===== src/hw/rci_map.svh =====
/*
  Constants of the reset-cause and initialization block: register offsets on
  the APB, field positions, reset values and init values.
  Assumes inclusion by bare name; definitions only.
*/
`ifndef RCI_MAP_SVH
`define RCI_MAP_SVH
// ==================================================
// register offsets (byte addresses)
`define RCI_OFF_STATUS 12'h000
`define RCI_OFF_PWRCTL 12'h004
`define RCI_OFF_PC 12'h008
`define RCI_OFF_DIR_A 12'h00C
`define RCI_OFF_DIR_B 12'h010
`define RCI_OFF_DIR_C 12'h014
`define RCI_OFF_LATCH_A 12'h018
`define RCI_OFF_IRQCTL 12'h01C
`define RCI_OFF_PIRQ 12'h020
`define RCI_OFF_CAUSE 12'h024
// ==================================================
// field positions
`define RCI_ST_PD 3
`define RCI_ST_TO 4
`define RCI_PC_POR 1
`define RCI_PC_BOR 0
`define RCI_IRQ_GIE 7
// ==================================================
// values
`define RCI_STATUS_POR 8'h18
`define RCI_PC_ZERO 13'h0000
`define RCI_PC_VECTOR 13'h0004
`define RCI_DIR_A_INIT 6'h3F
`define RCI_DIR_INIT 8'hFF
`define RCI_LATCH_A_MASK 6'h3F
`define RCI_PIRQ_MASK 8'h7F
`endif


===== src/hw/rci_pkg.sv =====
/*
  Types of the reset-cause block: the event enumeration and the state struct.
  Assumes nothing beyond a SystemVerilog compiler.
*/
package rci_pkg;
  // ==================================================
  // recorded cause of the last reset or wake-up
  typedef enum logic [2:0] {
    RCI_EV_NONE, RCI_EV_POR, RCI_EV_BOR, RCI_EV_WDT_RST,
    RCI_EV_WDT_WAKE, RCI_EV_MASTER_CLEAR_PIN_RUN, RCI_EV_MASTER_CLEAR_PIN_SLEEP, RCI_EV_IRQ_WAKE
  } rci_event_type;

  typedef struct packed {
    logic [7:0] status;
    logic [1:0] pwrctl;
    logic [12:0] pc;
    logic [5:0] dir_a;
    logic [7:0] dir_b;
    logic [7:0] dir_c;
    logic [5:0] latch_a;
    logic [7:0] irqctl;
    logic [7:0] pirq;
    logic asleep;
    rci_event_type cause;
    logic [31:0] prdata;
  } rci_state_type;
endpackage


===== src/hw/rci_sync.sv =====
/*
  Two-flop synchroniser for a vector of asynchronous levels.
  Assumes one clock; the first stage feeds only the second.
*/
module rci_sync #(
  parameter int WIDTH = 6
) (
  input wire logic clk,
  input wire logic rst_b,
  input wire logic clk_en,
  input wire logic [WIDTH-1:0] async_in,
  output logic [WIDTH-1:0] sync_out
);
  logic [WIDTH-1:0] stage_reg;

  // ==================================================
  // two stages, reset inactive
  always_ff @(posedge clk or negedge rst_b) begin
    if (!rst_b) begin
      stage_reg <= '0;
      sync_out <= '0;
    end else if (clk_en) begin
      stage_reg <= async_in;
      sync_out <= stage_reg;
    end
  end
endmodule


===== src/hw/rci_top.sv =====
/*
  Reset-cause recording and special-register initialization, APB slave.
  Assumes reset-source levels arrive asynchronously from the analog and
  timer blocks and are held until the resulting event has been applied.
*/
// Our own choices: the APB interface to the registers and the register offsets.
`include "rci_map.svh"

module rci_top (
  input wire logic clk,
  input wire logic rst_b,
  input wire logic clk_en,
  input wire logic por_req,
  input wire logic bor_req,
  input wire logic wdt_timeout,
  input wire logic master_clear_pin_b,
  input wire logic irq_wake_req,
  input wire logic [7:0] irq_wake_flags,
  input wire logic sleep_enter,
  input wire logic [11:0] paddr,
  input wire logic psel,
  input wire logic penable,
  input wire logic pwrite,
  input wire logic [31:0] pwdata,
  input wire logic [3:0] pstrb,
  output logic [31:0] prdata,
  output logic pready,
  output logic pslverr,
  output logic core_hold,
  output logic [12:0] pc_load,
  output logic [7:0] status_out,
  output logic [1:0] pwrctl_out,
  output logic [5:0] port_dir_a,
  output logic [7:0] port_dir_b,
  output logic [7:0] port_dir_c,
  output logic [5:0] port_a_latch
);
  rci_pkg::rci_state_type st_reg;
  rci_pkg::rci_state_type st_next;
  logic [5:0] src_sync;
  logic s_por;
  logic s_bor;
  logic s_wdt;
  logic s_master_clear_pin;
  logic s_irq;
  logic hold_reg;
  logic [4:0] src_prev_reg;
  logic [11:0] rd_idx;
  logic wr_acc;
  logic rd_acc;

  // ==================================================
  // synchronise the asynchronous reset sources
  rci_sync #(.WIDTH(6)) u_sync (
    .clk(clk),
    .rst_b(rst_b),
    .clk_en(clk_en),
    .async_in({por_req, bor_req, wdt_timeout, ~master_clear_pin_b, irq_wake_req, 1'b0}),
    .sync_out(src_sync)
  );
  assign s_por = src_sync[5];
  assign s_bor = src_sync[4];
  assign s_wdt = src_sync[3];
  assign s_master_clear_pin = src_sync[2];
  assign s_irq = src_sync[1];

  // valid offset decode, shared by read and write
  function automatic logic rci_mapped(input logic [11:0] a);
    rci_mapped = (a <= `RCI_OFF_CAUSE) && (a[1:0] == 2'b00);
  endfunction

  // byte-lane merge of an 8-bit register from pstrb lane 0
  function automatic logic [7:0] rci_lane0(input logic [7:0] old, input logic [31:0] d, input logic [3:0] s);
    rci_lane0 = s[0] ? d[7:0] : old;
  endfunction

  assign wr_acc = psel && penable && pwrite && rci_mapped(paddr);
  assign rd_acc = psel && !penable && !pwrite;
  assign rd_idx = paddr;

  // ==================================================
  // next-state: events in priority order, then bus writes
  always_comb begin
    logic [4:0] rise;
    logic [7:0] wr_byte;
    rise = {s_por, s_bor, s_wdt, s_master_clear_pin, s_irq} & ~src_prev_reg;
    // lane-0 merge of the status write, computed once for both slices
    wr_byte = rci_lane0(st_reg.status, pwdata, pstrb);
    st_next = st_reg;
    if (s_por) begin // power-on outranks everything
      st_next.status = `RCI_STATUS_POR;
      st_next.pwrctl[`RCI_PC_POR] = 1'b0;
      st_next.pc = `RCI_PC_ZERO;
      st_next.dir_a = `RCI_DIR_A_INIT;
      st_next.dir_b = `RCI_DIR_INIT;
      st_next.dir_c = `RCI_DIR_INIT;
      st_next.latch_a = '0; // unknown; zero picked to keep sims clean
      st_next.irqctl = '0;
      st_next.pirq = '0;
      st_next.asleep = 1'b0;
      st_next.cause = rci_pkg::RCI_EV_POR;
    end else if (s_bor) begin
      st_next.status = {3'b000, 2'b11, st_reg.status[2:0]};
      st_next.pwrctl[`RCI_PC_BOR] = 1'b0;
      st_next.pc = `RCI_PC_ZERO;
      st_next.dir_a = `RCI_DIR_A_INIT;
      st_next.dir_b = `RCI_DIR_INIT;
      st_next.dir_c = `RCI_DIR_INIT;
      st_next.latch_a = '0;
      st_next.irqctl = '0;
      st_next.pirq = '0;
      st_next.asleep = 1'b0;
      st_next.cause = rci_pkg::RCI_EV_BOR;
    end else if (s_wdt && rise[2]) begin
      if (st_reg.asleep) begin
        // wake-up keeps every register but the flags, the cause and the pc, which steps by one
        st_next.status[`RCI_ST_TO] = 1'b0;
        st_next.status[`RCI_ST_PD] = 1'b0;
        st_next.pc = st_reg.pc + 13'h0001;
        st_next.asleep = 1'b0;
        st_next.cause = rci_pkg::RCI_EV_WDT_WAKE;
      end else begin
        st_next.status = {3'b000, 1'b0, 1'b1, st_reg.status[2:0]};
        st_next.pc = `RCI_PC_ZERO;
        st_next.dir_a = `RCI_DIR_A_INIT;
        st_next.dir_b = `RCI_DIR_INIT;
        st_next.dir_c = `RCI_DIR_INIT;
        st_next.irqctl = {7'h00, st_reg.irqctl[0]};
        st_next.pirq = '0;
        st_next.cause = rci_pkg::RCI_EV_WDT_RST;
      end
    end else if (s_master_clear_pin) begin // level reset, held while pin low
      // a held pin keeps the asleep cause; a fresh press is judged anew
      if (st_reg.asleep || (!rise[1] && st_reg.cause == rci_pkg::RCI_EV_MASTER_CLEAR_PIN_SLEEP)) begin
        st_next.status = {3'b000, 1'b1, 1'b0, st_reg.status[2:0]};
        st_next.cause = rci_pkg::RCI_EV_MASTER_CLEAR_PIN_SLEEP;
      end else begin
        st_next.status = {3'b000, st_reg.status[4:0]};
        st_next.cause = rci_pkg::RCI_EV_MASTER_CLEAR_PIN_RUN;
      end
      st_next.pc = `RCI_PC_ZERO;
      st_next.dir_a = `RCI_DIR_A_INIT;
      st_next.dir_b = `RCI_DIR_INIT;
      st_next.dir_c = `RCI_DIR_INIT;
      st_next.irqctl = {7'h00, st_reg.irqctl[0]};
      st_next.pirq = '0;
      st_next.asleep = 1'b0;
    end else if (s_irq && rise[0] && st_reg.asleep) begin
      st_next.status[`RCI_ST_TO] = 1'b1;
      st_next.status[`RCI_ST_PD] = 1'b0;
      // vector only when the global enable is set
      st_next.pc = st_reg.irqctl[`RCI_IRQ_GIE] ? `RCI_PC_VECTOR : st_reg.pc + 13'h0001;
      st_next.irqctl = st_reg.irqctl | {1'b0, irq_wake_flags[6:0]};
      st_next.pirq = st_reg.pirq | (irq_wake_flags & `RCI_PIRQ_MASK);
      st_next.asleep = 1'b0;
      st_next.cause = rci_pkg::RCI_EV_IRQ_WAKE;
    end else begin
      if (sleep_enter && !st_reg.asleep) begin
        st_next.status[`RCI_ST_PD] = 1'b0;
        st_next.status[`RCI_ST_TO] = 1'b1;
        st_next.asleep = 1'b1;
      end
      if (wr_acc) begin
        case (paddr)
          `RCI_OFF_STATUS: begin
            // software may not touch the two cause flags
            st_next.status = {wr_byte[7:5], st_next.status[4:3], wr_byte[2:0]};
          end
          `RCI_OFF_PWRCTL: begin
            if (pstrb[0]) begin
              st_next.pwrctl = pwdata[1:0]; // software arms the flags
            end
          end
          `RCI_OFF_PC: begin
            if (pstrb[0]) begin
              st_next.pc[7:0] = pwdata[7:0];
            end
            if (pstrb[1]) begin
              st_next.pc[12:8] = pwdata[12:8];
            end
          end
          `RCI_OFF_DIR_A: begin
            if (pstrb[0]) begin
              st_next.dir_a = pwdata[5:0];
            end
          end
          `RCI_OFF_DIR_B: st_next.dir_b = rci_lane0(st_reg.dir_b, pwdata, pstrb);
          `RCI_OFF_DIR_C: st_next.dir_c = rci_lane0(st_reg.dir_c, pwdata, pstrb);
          `RCI_OFF_LATCH_A: begin
            if (pstrb[0]) begin
              st_next.latch_a = pwdata[5:0];
            end
          end
          `RCI_OFF_IRQCTL: st_next.irqctl = rci_lane0(st_reg.irqctl, pwdata, pstrb);
          `RCI_OFF_PIRQ: st_next.pirq = rci_lane0(st_reg.pirq, pwdata, pstrb) & `RCI_PIRQ_MASK;
          default: st_next.cause = st_reg.cause;
        endcase
      end
    end
    // read data captured in the setup cycle; unimplemented bits zero
    if (rd_acc) begin
      case (rd_idx)
        `RCI_OFF_STATUS: st_next.prdata = {24'h000000, st_next.status};
        `RCI_OFF_PWRCTL: st_next.prdata = {30'h0, st_next.pwrctl};
        `RCI_OFF_PC: st_next.prdata = {19'h0, st_next.pc};
        `RCI_OFF_DIR_A: st_next.prdata = {26'h0, st_next.dir_a};
        `RCI_OFF_DIR_B: st_next.prdata = {24'h000000, st_next.dir_b};
        `RCI_OFF_DIR_C: st_next.prdata = {24'h000000, st_next.dir_c};
        `RCI_OFF_LATCH_A: st_next.prdata = {26'h0, st_next.latch_a};
        `RCI_OFF_IRQCTL: st_next.prdata = {24'h000000, st_next.irqctl};
        `RCI_OFF_PIRQ: st_next.prdata = {24'h000000, st_next.pirq & `RCI_PIRQ_MASK};
        `RCI_OFF_CAUSE: st_next.prdata = {29'h0, st_next.cause};
        default: st_next.prdata = 32'h00000000;
      endcase
    end
  end

  // ==================================================
  // state register; asynchronous reset loads the power-on values and also clears the brown-out flag
  always_ff @(posedge clk or negedge rst_b) begin
    if (!rst_b) begin
      st_reg.status <= `RCI_STATUS_POR;
      st_reg.pwrctl <= 2'h0;
      st_reg.pc <= `RCI_PC_ZERO;
      st_reg.dir_a <= `RCI_DIR_A_INIT;
      st_reg.dir_b <= `RCI_DIR_INIT;
      st_reg.dir_c <= `RCI_DIR_INIT;
      st_reg.latch_a <= 6'h00;
      st_reg.irqctl <= 8'h00;
      st_reg.pirq <= 8'h00;
      st_reg.asleep <= 1'b0;
      st_reg.cause <= rci_pkg::RCI_EV_POR;
      st_reg.prdata <= 32'h00000000;
      src_prev_reg <= 5'h00;
      hold_reg <= 1'b1;
    end else if (clk_en) begin
      st_reg <= st_next;
      src_prev_reg <= {s_por, s_bor, s_wdt, s_master_clear_pin, s_irq};
      // core held while any level reset stays asserted, plus one cycle
      hold_reg <= s_por | s_bor | s_master_clear_pin | (s_wdt & ~st_reg.asleep & ~src_prev_reg[2]);
    end
  end

  // ==================================================
  // outputs
  assign prdata = st_reg.prdata;
  assign pready = 1'b1; // single access cycle, no wait states
  assign pslverr = psel && penable && !rci_mapped(paddr);
  assign core_hold = hold_reg;
  assign pc_load = st_reg.pc;
  assign status_out = st_reg.status;
  assign pwrctl_out = st_reg.pwrctl;
  assign port_dir_a = st_reg.dir_a;
  assign port_dir_b = st_reg.dir_b;
  assign port_dir_c = st_reg.dir_c;
  assign port_a_latch = st_reg.latch_a;

  // ==================================================
  // checks
  a_por_flags_legal: assert property (@(posedge clk) disable iff (!rst_b)
    !st_reg.pwrctl[`RCI_PC_POR] |-> (st_reg.status[`RCI_ST_TO] || st_reg.cause != rci_pkg::RCI_EV_POR))
    else $error("power-on flag shown with timeout flag clear");
  a_por_load: assert property (@(posedge clk) disable iff (!rst_b)
    clk_en && s_por |=> st_reg.status == `RCI_STATUS_POR && !st_reg.pwrctl[`RCI_PC_POR] && st_reg.pc == 13'h0000)
    else $error("power-on values not loaded");
  a_bor_load: assert property (@(posedge clk) disable iff (!rst_b)
    clk_en && s_bor && !s_por |=> !st_reg.pwrctl[`RCI_PC_BOR] && st_reg.status[4:3] == 2'b11 && st_reg.pc == 13'h0000)
    else $error("brown-out values not loaded");
  a_wdt_wake: assert property (@(posedge clk) disable iff (!rst_b)
    clk_en && st_reg.asleep && s_wdt && !src_prev_reg[2] && !s_por && !s_bor
    |=> st_reg.status[4:3] == 2'b00 && st_reg.pc == $past(st_reg.pc) + 13'h0001)
    else $error("watchdog wake-up wrong");
  a_wdt_reset: assert property (@(posedge clk) disable iff (!rst_b)
    clk_en && !st_reg.asleep && s_wdt && !src_prev_reg[2] && !s_por && !s_bor
    |=> st_reg.status[7:3] == 5'b00001 && st_reg.pc == 13'h0000)
    else $error("watchdog reset wrong");
  a_dir_reset: assert property (@(posedge clk) disable iff (!rst_b)
    clk_en && (s_por || s_bor || s_master_clear_pin) |=> port_dir_b == 8'hFF && port_dir_a == 6'h3F)
    else $error("port directions not set to input");
  a_irq_vector: assert property (@(posedge clk) disable iff (!rst_b)
    clk_en && st_reg.asleep && s_irq && !src_prev_reg[0] && !s_por && !s_bor && !s_wdt && !s_master_clear_pin
    && st_reg.irqctl[7] |=> st_reg.pc == 13'h0004 && st_reg.status[4:3] == 2'b10)
    else $error("interrupt wake-up vector wrong");
  a_por_flag_kept: assert property (@(posedge clk) disable iff (!rst_b)
    clk_en && !s_por && !wr_acc |=> st_reg.pwrctl[1] == $past(st_reg.pwrctl[1]))
    else $error("power-on flag changed without power-on");
  a_sleep_entry: assert property (@(posedge clk) disable iff (!rst_b)
    clk_en && sleep_enter && !st_reg.asleep && !(s_por || s_bor || s_wdt || s_master_clear_pin || s_irq)
    |=> st_reg.status[4:3] == 2'b10 && st_reg.asleep)
    else $error("sleep entry flags wrong");
  a_unmapped_zero: assert property (@(posedge clk) disable iff (!rst_b)
    clk_en && rd_acc && !rci_mapped(paddr) |=> prdata == 32'h00000000)
    else $error("unmapped read not zero");
  a_master_clear_pin_run: assert property (@(posedge clk) disable iff (!rst_b)
    clk_en && s_master_clear_pin && !s_por && !s_bor && !(s_wdt && !src_prev_reg[2]) && !st_reg.asleep
    && st_reg.cause != rci_pkg::RCI_EV_MASTER_CLEAR_PIN_SLEEP
    |=> st_reg.status[7:3] == {3'b000, $past(st_reg.status[4:3])} && st_reg.pc == 13'h0000)
    else $error("running master clear wrong");
  a_irq_wake: assert property (@(posedge clk) disable iff (!rst_b)
    clk_en && st_reg.asleep && s_irq && !src_prev_reg[0] && !s_por && !s_bor && !s_wdt && !s_master_clear_pin
    && !st_reg.irqctl[7] |=> st_reg.pc == $past(st_reg.pc) + 13'h0001 && st_reg.status[4:3] == 2'b10)
    else $error("interrupt wake-up wrong");
  c_wdt_wake: cover property (@(posedge clk) st_reg.cause == rci_pkg::RCI_EV_WDT_WAKE);
  c_irq_wake: cover property (@(posedge clk) st_reg.cause == rci_pkg::RCI_EV_IRQ_WAKE);
  c_master_clear_pin_sleep: cover property (@(posedge clk) st_reg.cause == rci_pkg::RCI_EV_MASTER_CLEAR_PIN_SLEEP);
endmodule

===== config.mk =====
export PLATFORM = sky130hd
export DESIGN_NAME = rci_top
export DESIGN_NICKNAME = d
export VERILOG_FILES = /design/src/hw/rci_pkg.sv /design/src/hw/rci_sync.sv /design/src/hw/rci_top.sv
export VERILOG_INCLUDE_DIRS = /design/src /design/src/hw
export SDC_FILE = /design/constraint.sdc
export NUM_CORES = 1
export LEC_CHECK = 0
export ABC_AREA = 1
export BUFFER_PORTS_ARGS = -buffer_cell sky130_fd_sc_hd__buf_2
export CORE_MARGIN = 2
export CORE_UTILIZATION = 51
export DETAILED_ROUTE_END_ITERATION = 8
export PLACE_DENSITY = 0.77
export SLEW_MARGIN = 20
export SYNTH_ARGS = -nofsm -noshare
export SYNTH_HDL_FRONTEND = slang
export SYNTH_SLANG_ARGS = --single-unit

===== constraint.sdc =====
create_clock -name clk -period 1.8 [get_ports clk]
set_input_delay 0.36 -clock clk [delete_from_list [all_inputs] [get_ports clk]]
set_output_delay 0.36 -clock clk [all_outputs]
set_load 0.01 [all_outputs]

==> results of run 1 <==
## routing by layer
| metal | up-vias | share of wire, % | track usage, % |
|---|---|---|---|
| li1 | 4443 | - | - |
| met1 | 4521 | 38 | 47.3 |
| met2 | 685 | 46 | 56.1 |
| met3 | 174 | 10 | 6.28 |
| met4 | 0 | 6.1 | 15.2 |
| met5 | - | 0 | 0 |
## cell usage after synthesis, types with 8 or more instances
library cell / count
sky130_fd_sc_hd__buf_2: 11
sky130_fd_sc_hd__a31oi_1: 38
sky130_fd_sc_hd__a21oi_1: 53
sky130_fd_sc_hd__o211ai_1: 8
sky130_fd_sc_hd__clkbuf_1: 34
sky130_fd_sc_hd__nand3_1: 117
sky130_fd_sc_hd__buf_4: 85
sky130_fd_sc_hd__nand4_1: 18
sky130_fd_sc_hd__inv_1: 104
sky130_fd_sc_hd__o21ai_0: 71
sky130_fd_sc_hd__nand2_1: 383
sky130_fd_sc_hd__dfstp_2: 26
sky130_fd_sc_hd__nor2_4: 10
sky130_fd_sc_hd__nor2_1: 99
sky130_fd_sc_hd__o21ai_1: 26
sky130_fd_sc_hd__dfrtp_1: 71
## final cells by class
| cell class | instances | area (sq um) |
|---|---|---|
| clock buffer | 12 | 236 |
| clock inverter | 4 | 53.8 |
| inverter | 113 | 444 |
| multi-input combinational | 904 | 5150 |
| sequential | 97 | 2460 |
| timing repair buffer | 365 | 2880 |
| fill | 1140 | 3740 |
| tap | 188 | 235 |
## logic make-up (layout without fill, tap and decap cells)
group                      after synthesis  count (layout)  synth area share, %
and+or+nand+nor                        669             671                 37.6
AOI/OAI and AO/OA                      206             206                 14.2
xor gates and xnor gates                 6               6                0.662
other                                    2              20               0.0946
DFF                                     97              97                 31.0
buffers and inverters                  251             494                 16.3
adders and majority gates                1               1                0.158
## worst paths after layout
| check | endpoint | startpoint | slack (ns) | depth (start not counted) |
|---|---|---|---|---|
| worst min-delay path | u_sync.stage_reg[2] | master_clear_pin_b | 0.18 | 2 |
| worst max-delay path | prdata[1] | u_sync.sync_out[1] | -0.33 | 12 |
| worst max register to register | prdata[1] | u_sync.sync_out[1] | -0.33 | 12 |
| max in group asynchronous | port_dir_c[6] | rst_b | 0.77 | 3 |
| worst min register to register | u_sync.stage_reg[4] | u_sync.stage_reg[4] | 0.47 | 2 |
| min in group asynchronous | u_sync.stage_reg[5] | rst_b | 0.41 | 2 |
## power by group
part           internal [W]  leakage, nW  total [W]  switching (W)
Combinational       0.00122         4.40    0.00291        0.00169
Clock               0.00109        0.133    0.00204       0.000954
Sequential          0.00242         1.23    0.00260       0.000180
Total               0.00472         5.77    0.00754        0.00282
## worst register-to-register path: cells and delay by family (launching register included)
kind | cells | cell delay [ns]
flops | 1 | 0.41
simple gates | 10 | 1.31
buf+inv | 2 | 0.32
## through the flow
step | std cells | TNS, ns | hold WS, ns | setup slack [ns] | total power, W
floorplan | 1250 | -1.92 | 0.0644 | -0.154 | 0.00387
global placement | 1615 | -25.44 | 0.245 | -0.737 | 0.00472
detailed placement | 1615 | -28.16 | 0.248 | -0.738 | 0.00477
CTS | 1666 | -2.29 | 0.182 | -0.248 | 0.00709
global route | 1683 | -12.30 | 0.198 | -0.460 | 0.00783
finish | 1683 | -5.64 | 0.177 | -0.329 | 0.00754
## cells in the final DEF (no fill, tap or decap), types with 6 or more instances in the layout
cell type / instances
sky130_fd_sc_hd__a21oi_1: 22
sky130_fd_sc_hd__a21oi_2: 23
sky130_fd_sc_hd__a21oi_4: 8
sky130_fd_sc_hd__a31oi_1: 31
sky130_fd_sc_hd__buf_12: 12
sky130_fd_sc_hd__buf_2: 103
sky130_fd_sc_hd__buf_4: 198
sky130_fd_sc_hd__buf_6: 44
sky130_fd_sc_hd__clkbuf_16: 9
sky130_fd_sc_hd__conb_1: 20
sky130_fd_sc_hd__dfrtp_1: 71
sky130_fd_sc_hd__dfstp_2: 26
sky130_fd_sc_hd__inv_1: 89
sky130_fd_sc_hd__inv_2: 15
sky130_fd_sc_hd__inv_4: 6
sky130_fd_sc_hd__nand2_1: 337
sky130_fd_sc_hd__nand2_2: 43
sky130_fd_sc_hd__nand2_4: 10
sky130_fd_sc_hd__nand3_1: 91
sky130_fd_sc_hd__nand3_2: 25
sky130_fd_sc_hd__nand3_4: 7
sky130_fd_sc_hd__nand4_1: 18
sky130_fd_sc_hd__nor2_1: 74
sky130_fd_sc_hd__nor2_2: 18
sky130_fd_sc_hd__nor2_4: 25
sky130_fd_sc_hd__o211ai_1: 8
sky130_fd_sc_hd__o21ai_0: 37
sky130_fd_sc_hd__o21ai_1: 43
sky130_fd_sc_hd__o21ai_2: 17
## repair_timing
item | CTS | global route
setup buffers | 30 | 20
cloned | 5 | 0
hold buffers | 1 | 0
hold endpoints to repair | 11 | 0
pin swaps | 46 | 78
gates resized for setup | 111 | 205
setup endpoints to repair | 55 | 71
==> impl_metrics.ini, run 1 <==
[clock_tree]
cts_htree_levels = 3
cts_num_sinks = 97
tritoncts = yes
worst_setup_hold_path_clk_slew_ns = 0.07
cts_max_path_buffers = 2
clock_root_cell = sky130_fd_sc_hd__clkbuf_16
cts_inserted_buffers = 9
clock_insertion_delay_worst_skew_ns = 0.37

[sta]
slew_violations = 0
slew_at_the_pin_closest_to_its_max_slew_limit_ns = 0.605
max_slew_margin_pct = 59.6
clock_skew_ns = 0.00680
min_period_over_period_pct = 118
setup_slack_ns = -0.329
finalWorstPathRequiredPeriod_ns = 2.13
finalSetupViolCount = 55
fmax_mhz = 470
grt_setup_unrepaired = yes
finalHoldViolCount = 0

[worst_setup_path]
critical_path.most_common_cell = sky130_fd_sc_hd__nand2_1
critical_path_required_ns = 2.06
largest_delay_share_family_worst_path = simple AND/OR/NAND/NOR gates
crit_path_top_delay_cell = sky130_fd_sc_hd__dfrtp_1
critPathMaxStageDelay_ns = 0.41
critical_path.cell_chain = nand3_4 > buf_6 > nand4_4 > buf_6 > nor2_4 > nand3_1 > nand4_1 > nand2_1 > nor2_1 > nand3_2 > nand2_1 > nand2_1
path_class = flop to flop
critical_path_buffer_and_inverter_count = 2
cp-start-kind = flop
critPathMaxFanout = 5
worstSetupEndpointType = flop
critPathArrivalTime_ns = 2.39

[yosys]
synth_top_area_cell = sky130_fd_sc_hd__dfrtp_1
synth_area_per_cell_sq_um = 6.44
synth.yosys.warnings = 0
synth_top_area_share_pct = 22.4
synthArstFlopShare_pct = 100
synth_cell_types = 42
synthesis.area_sq_um = 7940
synth_edf_count = 0
ys_dominant_reg_cell = sky130_fd_sc_hd__dfrtp_1
ys_ff_latch = 97
syn-instance-count = 1232
ys_seq_area_share_pct = 31.0
synth_top_cells_by_area = sky130_fd_sc_hd__dfrtp_1 (22%), sky130_fd_sc_hd__nand2_1 (18%), sky130_fd_sc_hd__dfstp_2 (8.6%)

[power]
power_per_cell_area_nw_per_um2 = 658
vdd_drop_max_v = 0.000575
leakage_nw = 5.77

[place]
dpl_cell_area_sq_um = 9610
io_buffer_count = 111
detailed_place_hpwl_mm = 20.2
place_congestion = 1.06

[floorplanning]
design.portCount = 154
die_y_microns = 129
start_util_pct = 52.2
die_w_microns = 129
coreArea_sq_um = 15200
floorplan.die_area_sq_um = 16600
std_cell_rows = 45

[layout]
antenna_cells = 0
final_util_pct = 75.4
layout_cell_share_with_drive_strength_beyond_1_pct = 42.1
largest_register_ffs = 19
finish.instance_area_sq_um = 11500
nets = 1559
area.growth.synth_to_final_pct = 44.4

[routing]
first_pass_iters = 6
drc = 0
wirelength_mm = 31.6
dr_total_vias = 9823
detail_route.iter0.violations = 1191
post_drt_via_cell_ratio = 5.84
ant_nets_after_route = 0
avgRoutedWirePerCell_microns = 18.8

[grt]
largest_net_degree_at_the_start_of_global_routing = 124
grt_antenna_before_repair = 0
grt_use_total_pct = 35.2
grt_remaining_overflow = 0
global_route_wire_length_before_repair_mm = 45.5
first_global_vias = 8674

[run]
timing.max_cap.violations = 0

[worst_hold_path]
hold_class = input port to flop

[status]
failed_checks = negative setup slack
status = finished with violations
Power figures use the tool's default switching activity.
==> run 2: changes to the inputs <==
--- a/config.mk
+++ b/config.mk
@@ -8,11 +8,11 @@
 export LEC_CHECK = 0
 export ABC_AREA = 1
 export BUFFER_PORTS_ARGS = -buffer_cell sky130_fd_sc_hd__buf_2
-export CORE_MARGIN = 2
-export CORE_UTILIZATION = 51
+export CORE_MARGIN = 4
+export CORE_UTILIZATION = 30
 export DETAILED_ROUTE_END_ITERATION = 8
-export PLACE_DENSITY = 0.77
 export SLEW_MARGIN = 20
 export SYNTH_ARGS = -nofsm -noshare
 export SYNTH_HDL_FRONTEND = slang
+export SYNTH_HIERARCHICAL = 1
 export SYNTH_SLANG_ARGS = --single-unit
==> run 2 against run 1 <==
Effect of this change: the flow still finishes with violations (negative setup slack); flip-flop and latch count unchanged; wire length down 4.4%; total power down 18%; via count down 11%; largest power group is now registers.
==> impl_metrics.ini, run 2 <==
[worst_setup_path]
critical_path.most_common_cell = sky130_fd_sc_hd__nand2_1
critPathMaxStageDelay_ns = 0.17
crit_path_top_delay_cell = sky130_fd_sc_hd__buf_6
cp-start-kind = input port
critical_path.cell_chain = buf_6 > nor2_4 > nand2_4 > nor2_4 > nand2_2 > buf_6 > nand2_8 > buf_6 > nand4_4 > buf_6 > nor2_4 > nor2_1 > nor2_1 > nand2_1 > nand2_1 > nand2_1 > nor2_2 > nand3_2 > nand2_1 > nand2_1
worstSetupEndpointType = flop
critPathArrivalTime_ns = 2.26
path_class = input port to flop
critPathMaxFanout = 5
critical_path_buffer_and_inverter_count = 4
critical_path_required_ns = 2.05
largest_delay_share_family_worst_path = simple AND/OR/NAND/NOR gates

[routing]
first_pass_iters = 8
ant_nets_after_route = 0
avgRoutedWirePerCell_microns = 16.9
detail_route.iter0.violations = 781
dr_total_vias = 8741
wirelength_mm = 30.2
post_drt_via_cell_ratio = 4.88
drc = 0

[place]
place_congestion = 0.966
placedCellCount = 1747
io_buffer_count = 111
detailed_place_hpwl_mm = 22.8
post-place-ws_ns = -0.697

[power]
vdd_drop_max_v = 0.000456
leakage_nw = 5.69
power_per_cell_area_nw_per_um2 = 554

[sta]
slew_at_the_pin_closest_to_its_max_slew_limit_ns = 0.590
fmax_mhz = 497
max_slew_margin_pct = 60.7
setup_slack_ns = -0.210
finalSetupViolCount = 24
finalHoldViolCount = 0
min_period_over_period_pct = 112
tns_ns = -2.19
worst_hold_slack_ns = 0.201
clock_skew_ns = 0.0102
slew_violations = 0
finalWorstPathRequiredPeriod_ns = 2.01
grt_setup_unrepaired = yes

[clock_tree]
cts_inserted_buffers = 9
clock_insertion_delay_worst_skew_ns = 0.36
cts_htree_levels = 3
cts_max_path_buffers = 2
clock_root_cell = sky130_fd_sc_hd__clkbuf_16
tritoncts = yes
worst_setup_hold_path_clk_slew_ns = 0.08
cts_num_sinks = 97

[status]
status = finished with violations
failed_checks = negative setup slack

[grt]
grt_use_total_pct = 20.6
largest_net_degree_at_the_start_of_global_routing = 116
grt_antenna_before_repair = 0
global_route_wire_length_before_repair_mm = 45.9
first_global_vias = 8098
grt_remaining_overflow = 0

[yosys]
synth.yosys.warnings = 6
synthesis.area_sq_um = 7620
syn-instance-count = 1188
synth_area_per_cell_sq_um = 6.41

[layout]
area.growth.synth_to_final_pct = 47.5
layout_cell_share_with_drive_strength_beyond_1_pct = 43.0
final_cell_mix = sky130_fd_sc_hd__nand2_1 (369), sky130_fd_sc_hd__buf_4 (200), sky130_fd_sc_hd__buf_2 (103), sky130_fd_sc_hd__inv_1 (90), sky130_fd_sc_hd__nand3_1 (81)
nets = 1525
final_util_pct = 44.7
post_layout_nonfiller_instances = 1791
antenna_cells = 0
largest_register_ffs = 19
layout.cells.most_common = sky130_fd_sc_hd__nand2_1

[floorplanning]
coreArea_sq_um = 25100
start_util_pct = 30.3
die_w_microns = 167
die_y_microns = 167
design.portCount = 154
std_cell_rows = 58
floorplan.die_area_sq_um = 28000

[run]
timing.max_cap.violations = 0

[worst_hold_path]
hold_class = input port to flop
[run 2: layer usage]
metal  routed length, microns  part of all wire, %  track usage, %  vias up
met2                    13700                   46            31.9      323
met4                      863                  2.9            6.63        0
met5                        0                    0               0        -
met1                    13400                   44            29.1     4097
met3                     2220                  7.4            3.80       45
li1                         -                    -               -     4276
[run 2: tightest hold or removal path: cells and delay by family]
family	cells	cell delay [ns]
buffers and inverters	1	0.07
and+or+nand+nor	2	0.09
[run 2: layout make-up]
class                           instances  area, sq um
Multi-Input combinational cell        873         4870
Clock buffer                            9          225
Timing Repair Buffer                  361         2760
Tap cell                              330          413
Inverter                              114          443
Fill cell                            2612        13900
Sequential cell                        97         2460
Clock inverter                          7         61.3
[run 2: timing repair]
action,in CTS,in global routing
hold buffers,1,0
gates resized for setup,99,222
hold endpoints to repair,7,0
setup buffers,22,20
endpoints found under the setup margin,46,62
pin swaps,50,88
[run 2: per-stage QoR]
step           cell area (sq um)  power [W]
2_1_floorplan               7740    0.00333
3_3_place_gp                9710    0.00408
3_5_place_dp                9710    0.00409
4_1_cts                    10500    0.00612
5_1_grt                    11200    0.00654
6_report                   11200    0.00622
[run 2: worst paths after layout]
kind                                     startpoint                   to  slack [ns]  cells past startpoint
max in group asynchronous                     rst_b        status_out[4]        0.74                      3
worst max register to register      src_prev_reg[2]            prdata[6]       -0.20                     14
worst min-delay path                        bor_req  u_sync/stage_reg[4]        0.20                      3
worst min register to register  u_sync/stage_reg[3]  u_sync/stage_reg[3]        0.47                      2
worst max-delay path                      paddr[10]            prdata[0]       -0.21                     20
min in group asynchronous                     rst_b  u_sync/stage_reg[2]        0.45                      2
[run 2: power by group]
part           switching, W  internal (W)
logic               0.00103      0.000736
registers          0.000137       0.00237
clock network      0.000980      0.000964
==> run 3: changes to the inputs <==
--- a/config.mk
+++ b/config.mk
@@ -11,6 +11,7 @@
 export CORE_MARGIN = 4
 export CORE_UTILIZATION = 30
 export DETAILED_ROUTE_END_ITERATION = 8
+export GPL_TIMING_DRIVEN = 0
 export SLEW_MARGIN = 20
 export SYNTH_ARGS = -nofsm -noshare
 export SYNTH_HDL_FRONTEND = slang
==> run 3 against run 2 <==
Effect of this change: the flow still finishes with violations (negative setup slack); combinational power down 6%; design area down 5.0%; total power down 1.1%; die area unchanged; non-clock buffer count down 34; first-iteration DRC count up 23%; flip-flop and latch count unchanged; global-route usage up 0.63 points; setup slack worse by 0.062 ns; final cell count down 1.8%; largest power group unchanged.
==> impl_metrics.ini, run 3 (synthesis gave the netlist of run 2 again) <==
[status]
status = finished with violations
failed_checks = negative setup slack

[worst_setup_path]
critPathMaxStageDelay_ns = 0.19
critical_path.cell_chain = buf_2 > inv_2 > nand2_1 > nor2_4 > nand3_4 > nand2_4 > nand3_4 > nor2_4 > buf_8 > nand2_8 > nand2_1 > nand3_1 > nand3_1 > nand2_1 > nor2_2 > nand3_1 > nand2_1 > nand2_1
cp-start-kind = input port
worst_r2r_endpoint = prdata[2]
path_class = input port to flop
crit_path_top_delay_cell = sky130_fd_sc_hd__nand3_4
regToRegStartpoint = u_sync/sync_out[5]
r2r_cells = 12
critical_path.most_common_cell = sky130_fd_sc_hd__nand2_1
critical_path_buffer_and_inverter_count = 3
critical_path_required_ns = 2.06
critPathMaxFanout = 7
worstSetupStartpoint = paddr[4]
largest_delay_share_family_worst_path = simple AND/OR/NAND/NOR gates
worst-r2r-setup-slack_ns = -0.26
critPathArrivalTime_ns = 2.33
worstSetupEndpointType = flop

[layout]
layout.cells.most_common = sky130_fd_sc_hd__nand2_1
nets = 1491
layout_cell_share_with_drive_strength_beyond_1_pct = 35.9
area.growth.synth_to_final_pct = 40.1
largest_register_ffs = 19
final_cell_mix = sky130_fd_sc_hd__nand2_1 (395), sky130_fd_sc_hd__buf_4 (166), sky130_fd_sc_hd__nand3_1 (104), sky130_fd_sc_hd__buf_2 (102), sky130_fd_sc_hd__inv_1 (87)
post_layout_nonfiller_instances = 1758

[routing]
detail_route.iter0.violations = 961
first_pass_iters = 6
avgRoutedWirePerCell_microns = 17.8
wirelength_mm = 31.2
ant_nets_after_route = 0
post_drt_via_cell_ratio = 5.09
dr_total_vias = 8945
drc = 0

[clock_tree]
clock_root_cell = sky130_fd_sc_hd__clkbuf_16
cts_max_path_buffers = 2
clock_insertion_delay_worst_skew_ns = 0.36
tritoncts = yes
cts_inserted_buffers = 9
cts_num_sinks = 97
cts_htree_levels = 3
worst_setup_hold_path_clk_slew_ns = 0.08

[power]
vdd_drop_max_v = 0.000409
power_per_cell_area_nw_per_um2 = 576
totalPowerFinal_w = 0.00615
leakage_nw = 5.43

[place]
place_congestion = 0.987
io_buffer_count = 110
placedCellCount = 1647
detailed_place_hpwl_mm = 22.4

[floorplanning]
die_y_microns = 167
floorplan.die_area_sq_um = 28000
design.portCount = 154
die_w_microns = 167
start_util_pct = 30.3
std_cell_rows = 58
coreArea_sq_um = 25100

[sta]
grt_setup_unrepaired = yes
setup_slack_ns = -0.272
slew_violations = 0
clock_skew_ns = 0.0131
finalWorstPathRequiredPeriod_ns = 2.07
slew_at_the_pin_closest_to_its_max_slew_limit_ns = 0.734
finalHoldViolCount = 0
min_period_over_period_pct = 115
fmax_mhz = 483
max_slew_margin_pct = 51.1
finalSetupViolCount = 19

[grt]
grt_remaining_overflow = 0
largest_net_degree_at_the_start_of_global_routing = 72
global_route_wire_length_before_repair_mm = 46.9
first_global_vias = 8227
grt_use_total_pct = 21.2
grt_antenna_before_repair = 1

[worst_hold_path]
worst_hold_path.endpoint = u_sync/stage_reg[3]
hold_class = input port to flop
worstHoldPathCells = 3
holdCritStartpoint = wdt_timeout

[run]
timing.max_cap.violations = 0
==> run 3: changes by cell type in the layout (fill, tap and decap cells not counted), moves of 8 or more <==
| cell | delta |
|---|---|
| sky130_fd_sc_hd__nor2_4 | +8 |
| sky130_fd_sc_hd__nand2_1 | +26 |
| sky130_fd_sc_hd__clkbuf_1 | +14 |
| sky130_fd_sc_hd__o21ai_0 | +27 |
| sky130_fd_sc_hd__buf_6 | -27 |
| sky130_fd_sc_hd__nor2_2 | -13 |
| sky130_fd_sc_hd__o21ai_1 | -8 |
| sky130_fd_sc_hd__nand2_2 | -21 |
| sky130_fd_sc_hd__nand3_2 | -19 |
| sky130_fd_sc_hd__nand3_1 | +23 |
| sky130_fd_sc_hd__buf_4 | -34 |
| sky130_fd_sc_hd__o21ai_2 | -19 |
==> run 3: worst max path at each step <==
stage,to,slack [ns],cells after the start
after CTS,prdata[5],-0.20,18
after detailed placement,prdata[1],-1.08,18
after global placement,prdata[6],-1.07,12
after floorplan,prdata[5],-0.17,17
final,prdata[1],-0.27,18
after global routing,prdata[2],-0.40,18
==> run 3: cell type report <==
class,count,area [sq um]
Fill cell,2621,14400
Inverter,114,477
Buffer,122,906
Tap cell,330,413
Clock inverter,5,38.8
Timing Repair Buffer,205,1450
Clock buffer,11,254
Antenna cell,1,2.50
Sequential cell,97,2460
Multi-Input combinational cell,873,4670
==> run 3: tightest hold or removal path: cells and delay by family <==
kind | cells | cell delay [ns]
and+or+nand+nor | 2 | 0.09
buffers and inverters | 1 | 0.07
==> run 3: repair_timing <==
action,CTS,global route
endpoints found under the hold margin,22,0
setup buffers,63,27
gates cloned,1,2
hold buffers,1,0
endpoints found under the setup margin,79,54
gates resized for setup,151,108
pin swaps,51,34
==> run 3: stage by stage <==
step	setup TNS (ns)	setup slack [ns]	hold WS, ns	area [sq um]	utilization, %
floorplan	-1.32	-0.171	0.0644	7740	-
global placement	-111.93	-1.07	0.455	8710	34.7
detailed placement	-49.30	-1.08	0.254	8750	34.8
CTS	-2.10	-0.196	0.193	10100	40.2
global route	-5.55	-0.398	0.204	10700	42.5
finish	-3.00	-0.272	0.203	10700	42.5
==> run 3: routing by layer <==
metal | wire (microns) | vias to the layer above | share of wire, % | GRT usage (%)
met2 | 13500 | 523 | 43 | 33.1
met4 | 1550 | 0 | 5.0 | 8.43
li1 | - | 4194 | - | -
met3 | 3230 | 109 | 10 | 4.39
met1 | 13000 | 4119 | 42 | 28.9
met5 | 0 | - | 0 | 0
==> run 3: power breakdown <==
group          total, W  internal, W  switching (W)
combinational   0.00166     0.000634        0.00102
clock           0.00198      0.00103       0.000945
sequential      0.00252      0.00238       0.000142
total           0.00615      0.00404        0.00211
